## config.mk

```make
export PLATFORM = sky130hd
export DESIGN_NAME = ttc_top
export DESIGN_NICKNAME = d
export VERILOG_FILES = /design/src/hdl/ttc_pkg.sv /design/src/hdl/ttc_top.sv
export VERILOG_INCLUDE_DIRS = /design/src /design/src/hdl
export SDC_FILE = /design/constraint.sdc
export NUM_CORES = 1
export LEC_CHECK = 0
export CORE_MARGIN = 2
export CORE_UTILIZATION = 60
export CTS_BUF_LIST = sky130_fd_sc_hd__clkbuf_4
export DETAILED_ROUTE_END_ITERATION = 7
export DONT_BUFFER_PORTS = 1
export HOLD_SLACK_MARGIN = 0.1
export PLACE_DENSITY = 0.77
export SYNTH_ARGS = -nofsm -noshare
export SYNTH_HDL_FRONTEND = slang
export SYNTH_SLANG_ARGS = --single-unit
```

## constraint.sdc

```tcl
create_clock -name I_CORE_CLK -period 4.4 [get_ports I_CORE_CLK]
set_input_delay 0 -clock I_CORE_CLK [delete_from_list [all_inputs] [get_ports I_CORE_CLK]]
set_output_delay 0 -clock I_CORE_CLK [all_outputs]
set_load 0.005 [all_outputs]
```

## src/hdl/ttc_consts.svh

```systemverilog
// offsets, field positions, reset values and phase counts of the timer block
`ifndef TTC_CONSTS_SVH
`define TTC_CONSTS_SVH

// ----------------------------------------------------------------
// register byte offsets
// ----------------------------------------------------------------
`define TTC_OFF_CFG 8'h00
`define TTC_OFF_TIMER_MODE_REG 8'h04
`define TTC_OFF_TIMER_CONTROL_REG 8'h08
`define TTC_OFF_T0LO 8'h0C
`define TTC_OFF_T0HI 8'h10
`define TTC_OFF_T1LO 8'h14
`define TTC_OFF_T1HI 8'h18
`define TTC_OFF_THIRD_CONTROL_REG 8'h1C
`define TTC_OFF_T2LO 8'h20
`define TTC_OFF_T2HI 8'h24
`define TTC_OFF_CAPLO 8'h28
`define TTC_OFF_CAPHI 8'h2C

// ----------------------------------------------------------------
// field positions
// ----------------------------------------------------------------
`define TTC_CFG_SIX 0
`define TTC_TM_MODE0 0
`define TTC_TM_CT0 2
`define TTC_TM_GATE0 3
`define TTC_TM_MODE1 4
`define TTC_TM_CT1 6
`define TTC_TM_GATE1 7
`define TTC_TC_RUN0 4
`define TTC_TC_OVF0 5
`define TTC_TC_RUN1 6
`define TTC_TC_OVF1 7
`define TTC_X_CRS 0
`define TTC_X_FSEL 1
`define TTC_X_RUN 2
`define TTC_X_EXEN 3
`define TTC_X_EXF 6
`define TTC_X_TF 7

// ----------------------------------------------------------------
// mode codes, reset values, bus answers
// ----------------------------------------------------------------
`define TTC_MODE_13BIT 2'h0
`define TTC_MODE_16BIT 2'h1
`define TTC_MODE_RELOAD 2'h2
`define TTC_MODE_SPLIT 2'h3
`define TTC_RST_BYTE 8'h00
`define TTC_RESP_OKAY 2'h0
`define TTC_RESP_DECERR 2'h3

// ----------------------------------------------------------------
// machine cycle: length in oscillator periods and phase indices
// ----------------------------------------------------------------
`define TTC_CYC_12T 4'hC
`define TTC_CYC_6T 4'h6
`define TTC_PH_UPDATE 4'h2
`define TTC_PH_SAMPLE 4'h3

`endif

```

## src/hdl/ttc_pkg.sv

```systemverilog
// types shared by the timer block
`default_nettype none
package ttc_pkg;
	typedef logic [7:0] ttc_addr_type;
	typedef logic [7:0] ttc_byte_type;
	typedef logic [1:0] ttc_mode_type;
	typedef logic [1:0] ttc_resp_type;
endpackage
`default_nettype wire

```

## src/hdl/ttc_top.sv

```systemverilog
// triple timer/counter with an AXI4-Lite register slave
`include "ttc_consts.svh"
`default_nettype none

// Summary of operation
// - machine cycle is 12 or 6 clocks by config; it paces counting, pin sampling and capture.
// - default machine cycle is 12 clocks, timers count clock/12.
// - count pins are sampled once per machine cycle at phase C4.
// - edge is a high sample followed by a low sample.
// - counts change at C3 of the machine cycle after edge detection.
// - function select bits 2 and 6 pick cycles or pin edges.
// - mode fields are bits 1:0 and 5:4 of the mode register.
// - count only with run set and gate clear or gate pin high.
// - mode 0 is 13 bits: high byte plus low five bits.
// - mode 0 wrap 1FFF to 0 sets the overflow flag.
// - mode 1 is 16 bits; wrap to zero sets overflow flag.
// - mode 2 low byte wraps, reloads from high byte, flags.
// - second timer in mode 3 holds its count.
// - first timer mode 3 low byte uses its own controls.
// - first timer mode 3 high byte counts cycles on second run bit.
// - then second timer runs without run bit or flag.
// - third timer counts pin edges or machine cycles by select.
// - third timer advances only while its run bit is set.
// - third timer counts 16 bits up; wrap sets its flag.
// - capture pin fall copies count and sets external flag.
module ttc_top (
	input wire logic I_CORE_CLK,
	input wire logic I_SRST,
	input wire logic I_CE,
	input wire ttc_pkg::ttc_addr_type I_AWADDR,
	input wire logic I_AWVALID,
	output logic O_AWREADY,
	input wire logic [31:0] I_WDATA,
	input wire logic [3:0] I_WSTRB,
	input wire logic I_WVALID,
	output logic O_WREADY,
	output ttc_pkg::ttc_resp_type O_BRESP,
	output logic O_BVALID,
	input wire logic I_BREADY,
	input wire ttc_pkg::ttc_addr_type I_ARADDR,
	input wire logic I_ARVALID,
	output logic O_ARREADY,
	output logic [31:0] O_RDATA,
	output ttc_pkg::ttc_resp_type O_RRESP,
	output logic O_RVALID,
	input wire logic I_RREADY,
	input wire logic I_COUNT_PIN_A,
	input wire logic I_COUNT_PIN_B,
	input wire logic I_GATE_PIN_A,
	input wire logic I_GATE_PIN_B,
	input wire logic I_THIRD_COUNT_PIN,
	input wire logic I_CAPTURE_PIN,
	input wire logic I_T0_FLAG_CLR,
	input wire logic I_T1_FLAG_CLR,
	output logic O_T0_OVERFLOW,
	output logic O_T1_OVERFLOW,
	output logic O_THIRD_REQ
);
	import ttc_pkg::*;

	// ----------------------------------------------------------------
	// functions
	// ----------------------------------------------------------------
	// mapped offsets, shared by the write and read decode
	function automatic logic ttc_hit(input ttc_addr_type a);
		case (a)
			`TTC_OFF_CFG, `TTC_OFF_TIMER_MODE_REG, `TTC_OFF_TIMER_CONTROL_REG, `TTC_OFF_T0LO,
			`TTC_OFF_T0HI, `TTC_OFF_T1LO, `TTC_OFF_T1HI, `TTC_OFF_THIRD_CONTROL_REG,
			`TTC_OFF_T2LO, `TTC_OFF_T2HI, `TTC_OFF_CAPLO,
			`TTC_OFF_CAPHI: ttc_hit = 1'b1;
			default: ttc_hit = 1'b0;
		endcase
	endfunction

	// one count step of a timer: {overflow, high, low}
	function automatic logic [16:0] ttc_step(input ttc_mode_type m,
		input ttc_byte_type hi, input ttc_byte_type lo);
		logic [13:0] s13;
		logic [16:0] s16;
		s13 = {1'b0, hi, lo[4:0]} + 14'h0001;
		s16 = {1'b0, hi, lo} + 17'h00001;
		case (m)
			`TTC_MODE_13BIT: ttc_step = {s13[13], s13[12:5], lo[7:5],
				s13[4:0]};
			`TTC_MODE_16BIT: ttc_step = s16;
			`TTC_MODE_RELOAD: begin
				if (lo == 8'hFF) begin
					ttc_step = {1'b1, hi, hi};
				end else begin
					ttc_step = {1'b0, hi, lo + 8'h01};
				end
			end
			default: ttc_step = {(lo == 8'hFF), hi, lo + 8'h01};
		endcase
	endfunction

	// ----------------------------------------------------------------
	// declarations
	// ----------------------------------------------------------------
	logic six_reg;
	ttc_byte_type timer_mode_reg_reg, timer_control_reg_reg, third_control_reg_reg;
	ttc_byte_type t0_lo_reg, t0_hi_reg, t1_lo_reg, t1_hi_reg;
	ttc_byte_type t2_lo_reg, t2_hi_reg, cap_lo_reg, cap_hi_reg;
	logic [3:0] ph_reg, cyc_len;
	logic upd, smp;
	logic [3:0] pins, samp_reg, prev_reg, edge_reg;
	logic aw_got_reg, w_got_reg, wr_go;
	ttc_addr_type awaddr_reg;
	ttc_byte_type wbyte_reg, rd_byte;
	logic wstrb0_reg;
	ttc_mode_type mode0, mode1;
	logic t0_split, en0, en1, en2, hi_en, cap_go;
	logic [16:0] s0, s1;

	// ----------------------------------------------------------------
	// write channel
	// ----------------------------------------------------------------
	// readies drop while ce is low so nothing is taken while frozen
	assign O_AWREADY = I_CE & ~aw_got_reg & ~O_BVALID;
	assign O_WREADY = I_CE & ~w_got_reg & ~O_BVALID;
	assign wr_go = I_CE & aw_got_reg & w_got_reg & ~O_BVALID;

	// address and data are latched in either order, then applied
	always_ff @(posedge I_CORE_CLK) begin
		if (I_SRST) begin
			aw_got_reg <= 1'b0;
			w_got_reg <= 1'b0;
			awaddr_reg <= 8'h00;
			wbyte_reg <= 8'h00;
			wstrb0_reg <= 1'b0;
			O_BVALID <= 1'b0;
			O_BRESP <= `TTC_RESP_OKAY;
		end else if (I_CE) begin
			if (I_AWVALID && O_AWREADY) begin
				aw_got_reg <= 1'b1;
				awaddr_reg <= I_AWADDR;
			end else if (wr_go) begin
				aw_got_reg <= 1'b0;
			end
			if (I_WVALID && O_WREADY) begin
				w_got_reg <= 1'b1;
				wbyte_reg <= I_WDATA[7:0];
				wstrb0_reg <= I_WSTRB[0];
			end else if (wr_go) begin
				w_got_reg <= 1'b0;
			end
			if (wr_go) begin
				O_BVALID <= 1'b1;
				O_BRESP <= ttc_hit(awaddr_reg) ? `TTC_RESP_OKAY :
					`TTC_RESP_DECERR;
			end else if (I_BREADY) begin
				O_BVALID <= 1'b0;
			end
		end
	end

	// byte lane 0 carries every register, upper lanes are ignored
	function automatic logic wr_at(input ttc_addr_type off);
		wr_at = wr_go & wstrb0_reg & (awaddr_reg == off);
	endfunction

	// ----------------------------------------------------------------
	// read channel
	// ----------------------------------------------------------------
	assign O_ARREADY = I_CE & ~O_RVALID;

	// read mux; the flags show the live sticky state
	always_comb begin
		case (I_ARADDR)
			`TTC_OFF_CFG: rd_byte = {7'h00, six_reg};
			`TTC_OFF_TIMER_MODE_REG: rd_byte = timer_mode_reg_reg;
			`TTC_OFF_TIMER_CONTROL_REG: rd_byte = timer_control_reg_reg;
			`TTC_OFF_T0LO: rd_byte = t0_lo_reg;
			`TTC_OFF_T0HI: rd_byte = t0_hi_reg;
			`TTC_OFF_T1LO: rd_byte = t1_lo_reg;
			`TTC_OFF_T1HI: rd_byte = t1_hi_reg;
			`TTC_OFF_THIRD_CONTROL_REG: rd_byte = third_control_reg_reg;
			`TTC_OFF_T2LO: rd_byte = t2_lo_reg;
			`TTC_OFF_T2HI: rd_byte = t2_hi_reg;
			`TTC_OFF_CAPLO: rd_byte = cap_lo_reg;
			`TTC_OFF_CAPHI: rd_byte = cap_hi_reg;
			default: rd_byte = 8'h00;
		endcase
	end

	always_ff @(posedge I_CORE_CLK) begin
		if (I_SRST) begin
			O_RVALID <= 1'b0;
			O_RDATA <= 32'h00000000;
			O_RRESP <= `TTC_RESP_OKAY;
		end else if (I_CE) begin
			if (I_ARVALID && O_ARREADY) begin
				O_RVALID <= 1'b1;
				O_RDATA <= {24'h000000, rd_byte};
				O_RRESP <= ttc_hit(I_ARADDR) ? `TTC_RESP_OKAY :
					`TTC_RESP_DECERR;
			end else if (I_RREADY) begin
				O_RVALID <= 1'b0;
			end
		end
	end

	// ----------------------------------------------------------------
	// machine cycle
	// ----------------------------------------------------------------
	// reset leaves the 12-clock cycle, so the count rate is clock/12
	assign cyc_len = six_reg ? `TTC_CYC_6T : `TTC_CYC_12T;
	assign upd = I_CE & (ph_reg == `TTC_PH_UPDATE);
	assign smp = I_CE & (ph_reg == `TTC_PH_SAMPLE);

	always_ff @(posedge I_CORE_CLK) begin
		if (I_SRST) begin
			six_reg <= 1'b0;
		end else if (I_CE && wr_at(`TTC_OFF_CFG)) begin
			six_reg <= wbyte_reg[`TTC_CFG_SIX];
		end
	end

	// >= guards a switch to 6T while the phase is already past 5
	always_ff @(posedge I_CORE_CLK) begin
		if (I_SRST) begin
			ph_reg <= 4'h0;
		end else if (I_CE) begin
			if (ph_reg >= cyc_len - 4'h1) begin
				ph_reg <= 4'h0;
			end else begin
				ph_reg <= ph_reg + 4'h1;
			end
		end
	end

	// ----------------------------------------------------------------
	// pin sampling and falling edge detection
	// ----------------------------------------------------------------
	assign pins = {I_CAPTURE_PIN, I_THIRD_COUNT_PIN, I_COUNT_PIN_B,
		I_COUNT_PIN_A};

	// sample at C4; edge is consumed at C3 of the next machine cycle
	for (genvar g = 0; g < 4; g++) begin : g_pin
		always_ff @(posedge I_CORE_CLK) begin
			if (I_SRST) begin
				samp_reg[g] <= 1'b0;
				prev_reg[g] <= 1'b0;
				edge_reg[g] <= 1'b0;
			end else if (smp) begin
				prev_reg[g] <= samp_reg[g];
				samp_reg[g] <= pins[g];
				edge_reg[g] <= samp_reg[g] & ~pins[g];
			end
		end
	end

	// ----------------------------------------------------------------
	// first and second timer
	// ----------------------------------------------------------------
	assign mode0 = timer_mode_reg_reg[`TTC_TM_MODE0 +: 2];
	assign mode1 = timer_mode_reg_reg[`TTC_TM_MODE1 +: 2];
	assign t0_split = (mode0 == `TTC_MODE_SPLIT);
	// run and gate qualify; function select picks cycles or edges
	assign en0 = timer_control_reg_reg[`TTC_TC_RUN0] & (~timer_mode_reg_reg[`TTC_TM_GATE0] |
		I_GATE_PIN_A) & (timer_mode_reg_reg[`TTC_TM_CT0] ? edge_reg[0] :
		1'b1);
	// with the first timer split, the second loses its run bit
	assign en1 = (t0_split | timer_control_reg_reg[`TTC_TC_RUN1]) &
		(mode1 != `TTC_MODE_SPLIT) & (~timer_mode_reg_reg[`TTC_TM_GATE1] |
		I_GATE_PIN_B) & (timer_mode_reg_reg[`TTC_TM_CT1] ? edge_reg[1] :
		1'b1);
	assign hi_en = t0_split & timer_control_reg_reg[`TTC_TC_RUN1];
	assign s0 = ttc_step(mode0, t0_hi_reg, t0_lo_reg);
	assign s1 = ttc_step(mode1, t1_hi_reg, t1_lo_reg);

	always_ff @(posedge I_CORE_CLK) begin
		if (I_SRST) begin
			timer_mode_reg_reg <= `TTC_RST_BYTE;
			timer_control_reg_reg <= `TTC_RST_BYTE;
			t0_lo_reg <= `TTC_RST_BYTE;
			t0_hi_reg <= `TTC_RST_BYTE;
			t1_lo_reg <= `TTC_RST_BYTE;
			t1_hi_reg <= `TTC_RST_BYTE;
		end else if (I_CE) begin
			if (wr_at(`TTC_OFF_TIMER_MODE_REG)) begin
				timer_mode_reg_reg <= wbyte_reg;
			end
			// count steps; a software write to a byte overrides it
			if (upd && en0) begin
				t0_lo_reg <= s0[7:0];
				if (!t0_split) begin
					t0_hi_reg <= s0[15:8];
				end
			end
			if (upd && hi_en) begin
				t0_hi_reg <= t0_hi_reg + 8'h01;
			end
			if (upd && en1) begin
				t1_lo_reg <= s1[7:0];
				t1_hi_reg <= s1[15:8];
			end
			if (wr_at(`TTC_OFF_T0LO)) begin
				t0_lo_reg <= wbyte_reg;
			end
			if (wr_at(`TTC_OFF_T0HI)) begin
				t0_hi_reg <= wbyte_reg;
			end
			if (wr_at(`TTC_OFF_T1LO)) begin
				t1_lo_reg <= wbyte_reg;
			end
			if (wr_at(`TTC_OFF_T1HI)) begin
				t1_hi_reg <= wbyte_reg;
			end
			// flags: write or ack clears, a same-cycle overflow wins
			timer_control_reg_reg <= wr_at(`TTC_OFF_TIMER_CONTROL_REG) ? wbyte_reg : timer_control_reg_reg;
			if (I_T0_FLAG_CLR) begin
				timer_control_reg_reg[`TTC_TC_OVF0] <= 1'b0;
			end
			if (I_T1_FLAG_CLR) begin
				timer_control_reg_reg[`TTC_TC_OVF1] <= 1'b0;
			end
			if (upd && en0 && s0[16]) begin
				timer_control_reg_reg[`TTC_TC_OVF0] <= 1'b1;
			end
			if (upd && ((hi_en && t0_hi_reg == 8'hFF) ||
				(!t0_split && en1 && s1[16]))) begin
				timer_control_reg_reg[`TTC_TC_OVF1] <= 1'b1;
			end
		end
	end

	assign O_T0_OVERFLOW = timer_control_reg_reg[`TTC_TC_OVF0];
	assign O_T1_OVERFLOW = timer_control_reg_reg[`TTC_TC_OVF1];

	// ----------------------------------------------------------------
	// third timer with capture
	// ----------------------------------------------------------------
	// timer clock is the machine cycle, clock/12 in the default mode
	assign en2 = third_control_reg_reg[`TTC_X_RUN] & (third_control_reg_reg[`TTC_X_FSEL] ?
		edge_reg[2] : 1'b1);
	assign cap_go = upd & third_control_reg_reg[`TTC_X_CRS] & third_control_reg_reg[`TTC_X_EXEN] &
		edge_reg[3];

	always_ff @(posedge I_CORE_CLK) begin
		if (I_SRST) begin
			third_control_reg_reg <= `TTC_RST_BYTE;
			t2_lo_reg <= `TTC_RST_BYTE;
			t2_hi_reg <= `TTC_RST_BYTE;
			cap_lo_reg <= `TTC_RST_BYTE;
			cap_hi_reg <= `TTC_RST_BYTE;
		end else if (I_CE) begin
			if (upd && en2) begin
				{t2_hi_reg, t2_lo_reg} <= {t2_hi_reg, t2_lo_reg} +
					16'h0001;
			end
			if (wr_at(`TTC_OFF_T2LO)) begin
				t2_lo_reg <= wbyte_reg;
			end
			if (wr_at(`TTC_OFF_T2HI)) begin
				t2_hi_reg <= wbyte_reg;
			end
			// capture keeps the count as it stood before this step
			if (cap_go) begin
				{cap_hi_reg, cap_lo_reg} <= {t2_hi_reg, t2_lo_reg};
			end
			if (wr_at(`TTC_OFF_CAPLO)) begin
				cap_lo_reg <= wbyte_reg;
			end
			if (wr_at(`TTC_OFF_CAPHI)) begin
				cap_hi_reg <= wbyte_reg;
			end
			third_control_reg_reg <= wr_at(`TTC_OFF_THIRD_CONTROL_REG) ? wbyte_reg : third_control_reg_reg;
			if (upd && en2 && {t2_hi_reg, t2_lo_reg} == 16'hFFFF) begin
				third_control_reg_reg[`TTC_X_TF] <= 1'b1;
			end
			if (cap_go) begin
				third_control_reg_reg[`TTC_X_EXF] <= 1'b1;
			end
		end
	end

	assign O_THIRD_REQ = third_control_reg_reg[`TTC_X_TF] | third_control_reg_reg[`TTC_X_EXF];
endmodule
`default_nettype wire

```

==> results of run 1 <==
==> what timing repair did <==
action                                 4_1_cts  5_1_grt
setup endpoints to repair                    0        0
endpoints found under the hold margin      132        0
resized for setup                            0        0
setup buffers                                0        0
hold buffers                                79        0
==> power by group <==
part	leakage, nW	total [W]	internal (W)	switching (W)
combinational	1.90	0.000165	0.0000733	0.0000912
sequential	1.07	0.00124	0.00121	0.0000323
clock	0.130	0.000750	0.000279	0.000471
total	3.10	0.00215	0.00156	0.000595
==> metal layers <==
metal  up-vias  GRT usage [%]  share of wire, %
met2       456           53.2                44
met5         -              0                 0
met4         0           18.1               4.7
met1      3629           45.5                40
li1       3647              -                 -
met3       106           8.58                10
==> worst min-delay path, delay by kind of cell <==
| kind | cells | cell delay, ps |
|---|---|---|
| buf+inv | 1 | 550 |
| simple gates | 1 | 60 |
| compound gates | 1 | 60 |
==> stage by stage <==
stage               total power (W)  setup slack [ps]
detailed placement          0.00134              1830
floorplan                   0.00135              2330
CTS                         0.00214              1420
finish                      0.00215              1290
global placement            0.00134              1930
global route                0.00221              1270
==> placed cells by master (no fill, tap or decap), types with 24 or more instances in the layout <==
cell,n
dfxtp_1,132
conb_1,24
nand3_1,42
a21oi_1,86
a211oi_1,50
dlygate4sd3_1,78
mux2i_1,32
nand2_1,151
nor2_1,90
==> worst max-delay path by stage <==
| stage | start | to | slack (ps) |
|---|---|---|---|
| after floorplan | t1_lo_reg[0]$_SDFFE_PP0P_ | t1_lo_reg[4]$_SDFFE_PP0P_ | 2330 |
| after CTS | timer_mode_reg_reg[5]$_SDFFE_PP0P_ | O_RDATA[5]$_SDFFE_PP0P_ | 1420 |
| final | timer_mode_reg_reg[5]$_SDFFE_PP0P_ | O_RDATA[5]$_SDFFE_PP0P_ | 1290 |
| after global placement | timer_mode_reg_reg[5]$_SDFFE_PP0P_ | t1_lo_reg[4]$_SDFFE_PP0P_ | 1930 |
| after detailed placement | timer_mode_reg_reg[4]$_SDFFE_PP0P_ | t1_hi_reg[5]$_SDFFE_PP0P_ | 1830 |
| after global routing | timer_mode_reg_reg[5]$_SDFFE_PP0P_ | O_RDATA[5]$_SDFFE_PP0P_ | 1270 |
==> kinds of logic after synthesis <==
family                     after synthesis  synth area share, %
and+or+nand+nor                        404                 25.0
AOI/OAI and AO/OA                      260                 22.4
DFF                                    132                 33.9
buffers and inverters                  117                 7.15
muxes                                   45                 6.84
xor gates and xnor gates                29                 3.25
adders and majority gates                9                 1.44
other                                    1               0.0480
==> area by class of cell <==
cell class | instances | area, sq um | share of cell area, %
sequential | 132 | 2640 | 30.2
multi-input combinational | 771 | 4700 | 53.8
antenna | 3 | 7.51 | 0.0859
inverter | 17 | 63.8 | 0.730
clock inverter | 11 | 90.1 | 1.03
clock buffer | 19 | 143 | 1.63
timing repair buffer | 88 | 876 | 10.0
tap | 172 | 215 | 2.46
==> summary.md, run 1 <==
| Metric | Value |
|---|---|
| Overflow left after global routing | 0 |
| Mean area per synthesized cell | roughly 7.8 sq um |
| Die Span Y | 118 um |
| Count of cell types in the netlist | 73 |
| Top-area cell type share of the netlist area | 33.9% |
| Iter 0 DRT Violations | 1099 |
| Worst Clk Skew | 14.5 ps |
| Final period utilization | 70.7% |
| Max clock buf depth | 2 |
| Final Routed Wirelength | 24400 um |
| Largest fanout on the critical path | 12 |
| Initial Utilization | 61.6% |
| LEAKAGE | around 3.1 nW |
| CP bufs+invs | 3 |
| Hold WC Path Type | primary input to register |
| Hold Startpoint | I_COUNT_PIN_B |
| DP Wirelength | about 15000 um |
| CP max stage delay | roughly 600 ps |
| Antenna violations before repair | 2 |
| Fillers | 1062 |
| Largest net degree at the start of global routing | 129 |
| Stages on worst setup path | 7 |
| PwrDens | 246 nW/um^2 |
| NumNets Final | 1104 |
| FF-to-FF End | O_RDATA[5]$_SDFFE_PP0P_ |
| CTS tree | done |
| Min-Delay Endpoint | samp_reg[1]$_SDFFE_PP0P_ |
| Netlist Area Pre-Place | 7810 sq um |
| Ports | roughly 110 |
| Vias in the first global route | between 7k and 8k |
| Worst hold stages | 3 |
| Core Area | 12700 sq um |
| First-pass GRT wire length | 38400 um |
| Final Critical Period | 3110 ps |
| Failing checks | design-rule violations |
| Mapped Cells | 997 |
| Post-route ant nets | 0 |
| Detailed-route DRC error count | 2 |
| Post-synth EDFFs | 0 |
| Share of layout cells above drive strength 1 | under 10% |
| Clk pin slew, worst setup/hold paths | 120 ps |
| Cts bufs inserted | 17 |
| Port buffer count | 0 |
| Slew margin rel. | 19.5% |
| R2r startpoint | timer_mode_reg_reg[5]$_SDFFE_PP0P_ |
| CP arrival | 3590 ps |
| Top Family by Delay on Critical Path | buffers and inverters |
| GRT Util Overall | 34.8% |
| CP Launch Type | register |
| DR vias/cell | roughly 6.5 |
| Wire per inst | between 20 and 25 um |
| FF-to-FF path depth | 7 |
| Post-synthesis sequential area ratio | about a third |
| Post-synth ARST share | 0% |
| Yosys warns | 0 |
| 1st-pass router iterations | 8 |
| Most frequent cell after synthesis | nand2_1 |
| Outcome | finished with violations |
| Crit end category | register |
| Seq cells post-synth | 132 |
| Crit path kind | register to register |
| Die Span X | 118 um |
| Post-synth top flop | dfxtp_1 |
| Slowest cell on crit path | dlygate4sd3_1 |
| Most common cell on crit path | dlygate4sd3_1 |
| TritonCTS Sinks | 132 |
| Worst path required time | approximately 5000 ps |
| Hold Fails Final Rpt | 0 |
| Max Cap Viol | 0 |
| RSZ-0062 raised after global routing | false |
| Max-slew violations | 0 |
| Final hold slack | 125 ps |
| Slew of the pin with the lowest slew margin | around 1200 ps |
| Final Cell Area | 8740 sq um |
| Final core utilization | 69.0% |
| # rows | 41 |
| Area added between synthesis and finish | 12.0% |
| # setup viols final | 0 |
| Clock Latency Late Sink | 590 ps |
| Area leader, netlist | dfxtp_1 |
| Fmax | 0.321 GHz |
| Vias | just under 8k |
| Dominant cells by area after synthesis | dfxtp_1 (34%), nand2_1 (7.3%), a21oi_1 (5.5%) |
| Cell Area, Placed | 7690 sq um |
| GPL Wtd Cong | 0.976 |
| Placed Cells | 1101 |
| Die Area | between 10000 and 15000 sq um |
| CP Cell Sequence | a221oi_1 > o21ai_1 > dlygate4sd3_1 > a31oi_1 > dlygate4sd3_1 > a21oi_1 > dlygate4sd3_1 |
| CTS root buffer | clkbuf_4 |
| Commonest cells in the netlist | nand2_1 (151), dfxtp_1 (132), nor2_1 (90) |
| Maximum vdd ir drop | 244 uV |
| R2r setup slk | 1290 ps |
| Total negative slack | 0 ps |
| Final cell count without fillers | 1213 |
| H-tree levels | 4 |
Note: power is estimated with default switching activity, not from simulation.
==> run 2, diff against run 1 <==
- PLACE_DENSITY: 0.77 -> 0.8
- clock period: 4.4 -> 2.8 ns (I/O delays scaled with it)
==> run 2 against run 1 <==
The flow now finishes without violations. Combinational power grew 50%. First-iteration DRC count decreased by 6.8%. Routed wire length decreased by 0.28%. Clock-buffer cell count rose by 1. Clock skew about the same. Sequential share of layout area grew 0.095 points. Total power increased by 58%. Critical endpoint is now O_RRESP[0]$_SDFFE_PP0P_. Largest cell class unchanged. Largest power group unchanged.
==> summary.md, run 2 (synthesis results as in run 1) <==
| Metric | Value |
|---|---|
| Outcome | completed (was finished with violations) |
| Area added between synthesis and finish | 11.6% (was 12.0%) |
| Maximum vdd ir drop | 482 uV (was 244 uV) |
| Port buffer count | 0 (unchanged) |
| Core Area | 12700 sq um (unchanged) |
| Final Routed Wirelength | 24300 um (was 24400 um) |
| Share of layout cells above drive strength 1 | 6.96% (was 6.17%) |
| Wire per inst | 20.1 um (about the same) |
| 1st-pass router iterations | 6 (was 8) |
| CTS root buffer | clkbuf_4 (unchanged) |
| Die Span Y | 118 um (unchanged) |
| Min-Delay Endpoint | t0_hi_reg[1]$_SDFFE_PP0P_ (was samp_reg[1]$_SDFFE_PP0P_) |
| Hold WC Path Type | primary input to register (unchanged) |
| CP arrival | 3230 ps (was 3590 ps) |
| # rows | 41 (unchanged) |
| Crit end category | register (unchanged) |
| NumNets Final | 1102 (was 1104) |
| Commonest non-fill, non-tap cell in the layout | nand2_1 (unchanged) |
| R2r startpoint | O_RVALID$_SDFFE_PP0P_ (was timer_mode_reg_reg[5]$_SDFFE_PP0P_) |
| Worst path required time | 3240 ps (was 4880 ps) |
| LEAKAGE | 3.12 nW (was 3.10 nW) |
| Worst hold stages | 5 (was 3) |
| RSZ-0062 raised after global routing | true (was false) |
| Final Cell Area | 8710 sq um (was 8740 sq um) |
| Crit path kind | register to register (unchanged) |
| GR Layer Usage met3 | 8.04% (was 8.58%) |
| Most frequent cells in the layout | nand2_1 (151), dfxtp_1 (132), nor2_1 (90) (unchanged) |
| PwrDens | 390 nW/um^2 (was 246 nW/um^2) |
| Met2 Use GR | 54.1% (was 53.2%) |
| Max Cap Viol | 0 (unchanged) |
| Ports | 112 (unchanged) |
| Multi-input gate area | 4710 sq um (was 4700 sq um) |
| Final period utilization | 99.6% (was 70.7%) |
| Post-route ant nets | 0 (unchanged) |
| Initial Utilization | 61.6% (unchanged) |
| DP Wirelength | 15600 um (was 15500 um) |
| Detailed-route DRC error count | 0 (was 2) |
| FF-to-FF path depth | 7 (unchanged) |
| Fillers | 1077 (was 1062) |
| R2r setup slk | 10 ps (was 1290 ps) |
| Overflow left after global routing | 0 (unchanged) |
| Top Usage Layer GRT | met2 (unchanged) |
| H-tree levels | 4 (unchanged) |
| Slew margin rel. | 41.6% (was 19.5%) |
| Global-route met1 utilization | 46.8% (was 45.5%) |
| GPL Wtd Cong | 0.954 (was 0.976) |
| Pwr Total | 0.00340 W (was 0.00215 W) |
| FF-to-FF End | O_RRESP[0]$_SDFFE_PP0P_ (was O_RDATA[5]$_SDFFE_PP0P_) |
| Iter 0 DRT Violations | 1024 (was 1099) |
| Register Area | 2640 sq um (unchanged) |
| Die Span X | 118 um (unchanged) |
| Hold Fails Final Rpt | 0 (unchanged) |
| GRT Util Overall | 34.8% (about the same) |
| Hold Startpoint | I_CE (was I_COUNT_PIN_B) |
| Clock Latency Late Sink | 550 ps (was 590 ps) |
| Max-slew violations | 0 (unchanged) |
| # setup viols final | 0 (unchanged) |
| Antenna violations before repair | 2 (unchanged) |
| Clk pin slew, worst setup/hold paths | 100 ps (was 120 ps) |
| Cell Area, Placed | 7750 sq um (was 7690 sq um) |
| Worst Clk Skew | 14.8 ps (was 14.5 ps) |
| Largest fanout on the critical path | 4 (was 12) |
| First-pass GRT wire length | 38400 um (about the same) |
| DR vias/cell | 6.52 (was 6.46) |
| Vias in the first global route | 7088 (was 7182) |
| Cts bufs inserted | 17 (unchanged) |
| CP Launch Type | register (unchanged) |
| TritonCTS Sinks | 132 (unchanged) |
| Fmax | 0.359 GHz (was 0.321 GHz) |
| Final hold slack | 140 ps (was 125 ps) |
| Max clock buf depth | 2 (unchanged) |
| Vias | 7871 (was 7838) |
| Largest net degree at the start of global routing | 129 (unchanged) |
| Slew of the pin with the lowest slew margin | 869 ps (was 1210 ps) |
| CTS tree | done (unchanged) |
| Final Critical Period | 2790 ps (was 3110 ps) |
| Die Area | 13900 sq um (unchanged) |
-- run 2: power breakdown --
part	switching, W	internal, W
logic	0.000139	0.000108
registers	0.0000496	0.00190
clock network	0.000680	0.000527
-- run 2: timing repair --
| item | 4_1_cts | 5_1_grt |
|---|---|---|
| buffers inserted | 0 | 1 |
| endpoints found under the setup margin | 0 | 28 |
| resized for setup | 0 | 3 |
| hold buffers | 68 | 0 |
| hold endpoints to repair | 132 | 0 |
-- run 2: metrics by stage --
step | std cells | utilization (%) | setup TNS (ps) | setup slack [ps]
final | 1208 | 68.8 | 0 | 12.3
after global routing | 1207 | 68.8 | -2210 | -151
after CTS | 1205 | 68.6 | 0 | 6.61
after detailed placement | 1109 | 61.2 | 0 | 406
after global placement | 1109 | 61.2 | 0 | 470
after floorplan | 1020 | - | 0 | 729
-- run 2: per-layer routing --
layer,share of wire (%),wire length [um]
met5,0,0
met4,3.6,874
met1,41,9910
met3,10,2510
met2,45,11000
-- run 2: worst max-delay path by stage --
stage	from	slack (ps)	end	cells past startpoint
floorplan	t1_lo_reg[0]$_SDFFE_PP0P_	730	t1_lo_reg[4]$_SDFFE_PP0P_	7
global placement	ph_reg[1]$_SDFFE_PP0P_	470	t1_lo_reg[4]$_SDFFE_PP0P_	8
detailed placement	ph_reg[0]$_SDFFE_PP0P_	410	t2_hi_reg[7]$_SDFFE_PP0P_	9
CTS	I_CE	7	O_RRESP[0]$_SDFFE_PP0P_	8
global route	O_BVALID$_SDFFE_PP0P_	-150	cap_lo_reg[4]$_SDFFE_PP0P_	5
finish	O_RVALID$_SDFFE_PP0P_	10	O_RRESP[0]$_SDFFE_PP0P_	7
-- run 2: final cells by class --
class / count / share of cell area [%]
multi-input cells: 771 / 54.1
flip-flops and latches: 132 / 30.3
repair buffers: 86 / 9.62
well taps: 172 / 2.47
clock buffers: 20 / 1.72
clock inverters: 8 / 1.02
inverters: 17 / 0.732
diodes: 2 / 0.0574
-- run 2: critical path: stages, from the launching register on --
cell and delay, ps:
dfxtp_1 350, nor2b_1 230, nand2_1 90, dlygate4sd3_1 620, mux2i_1 170, dlygate4sd3_1 580, nor2_1 50, dlygate4sd3_1 590
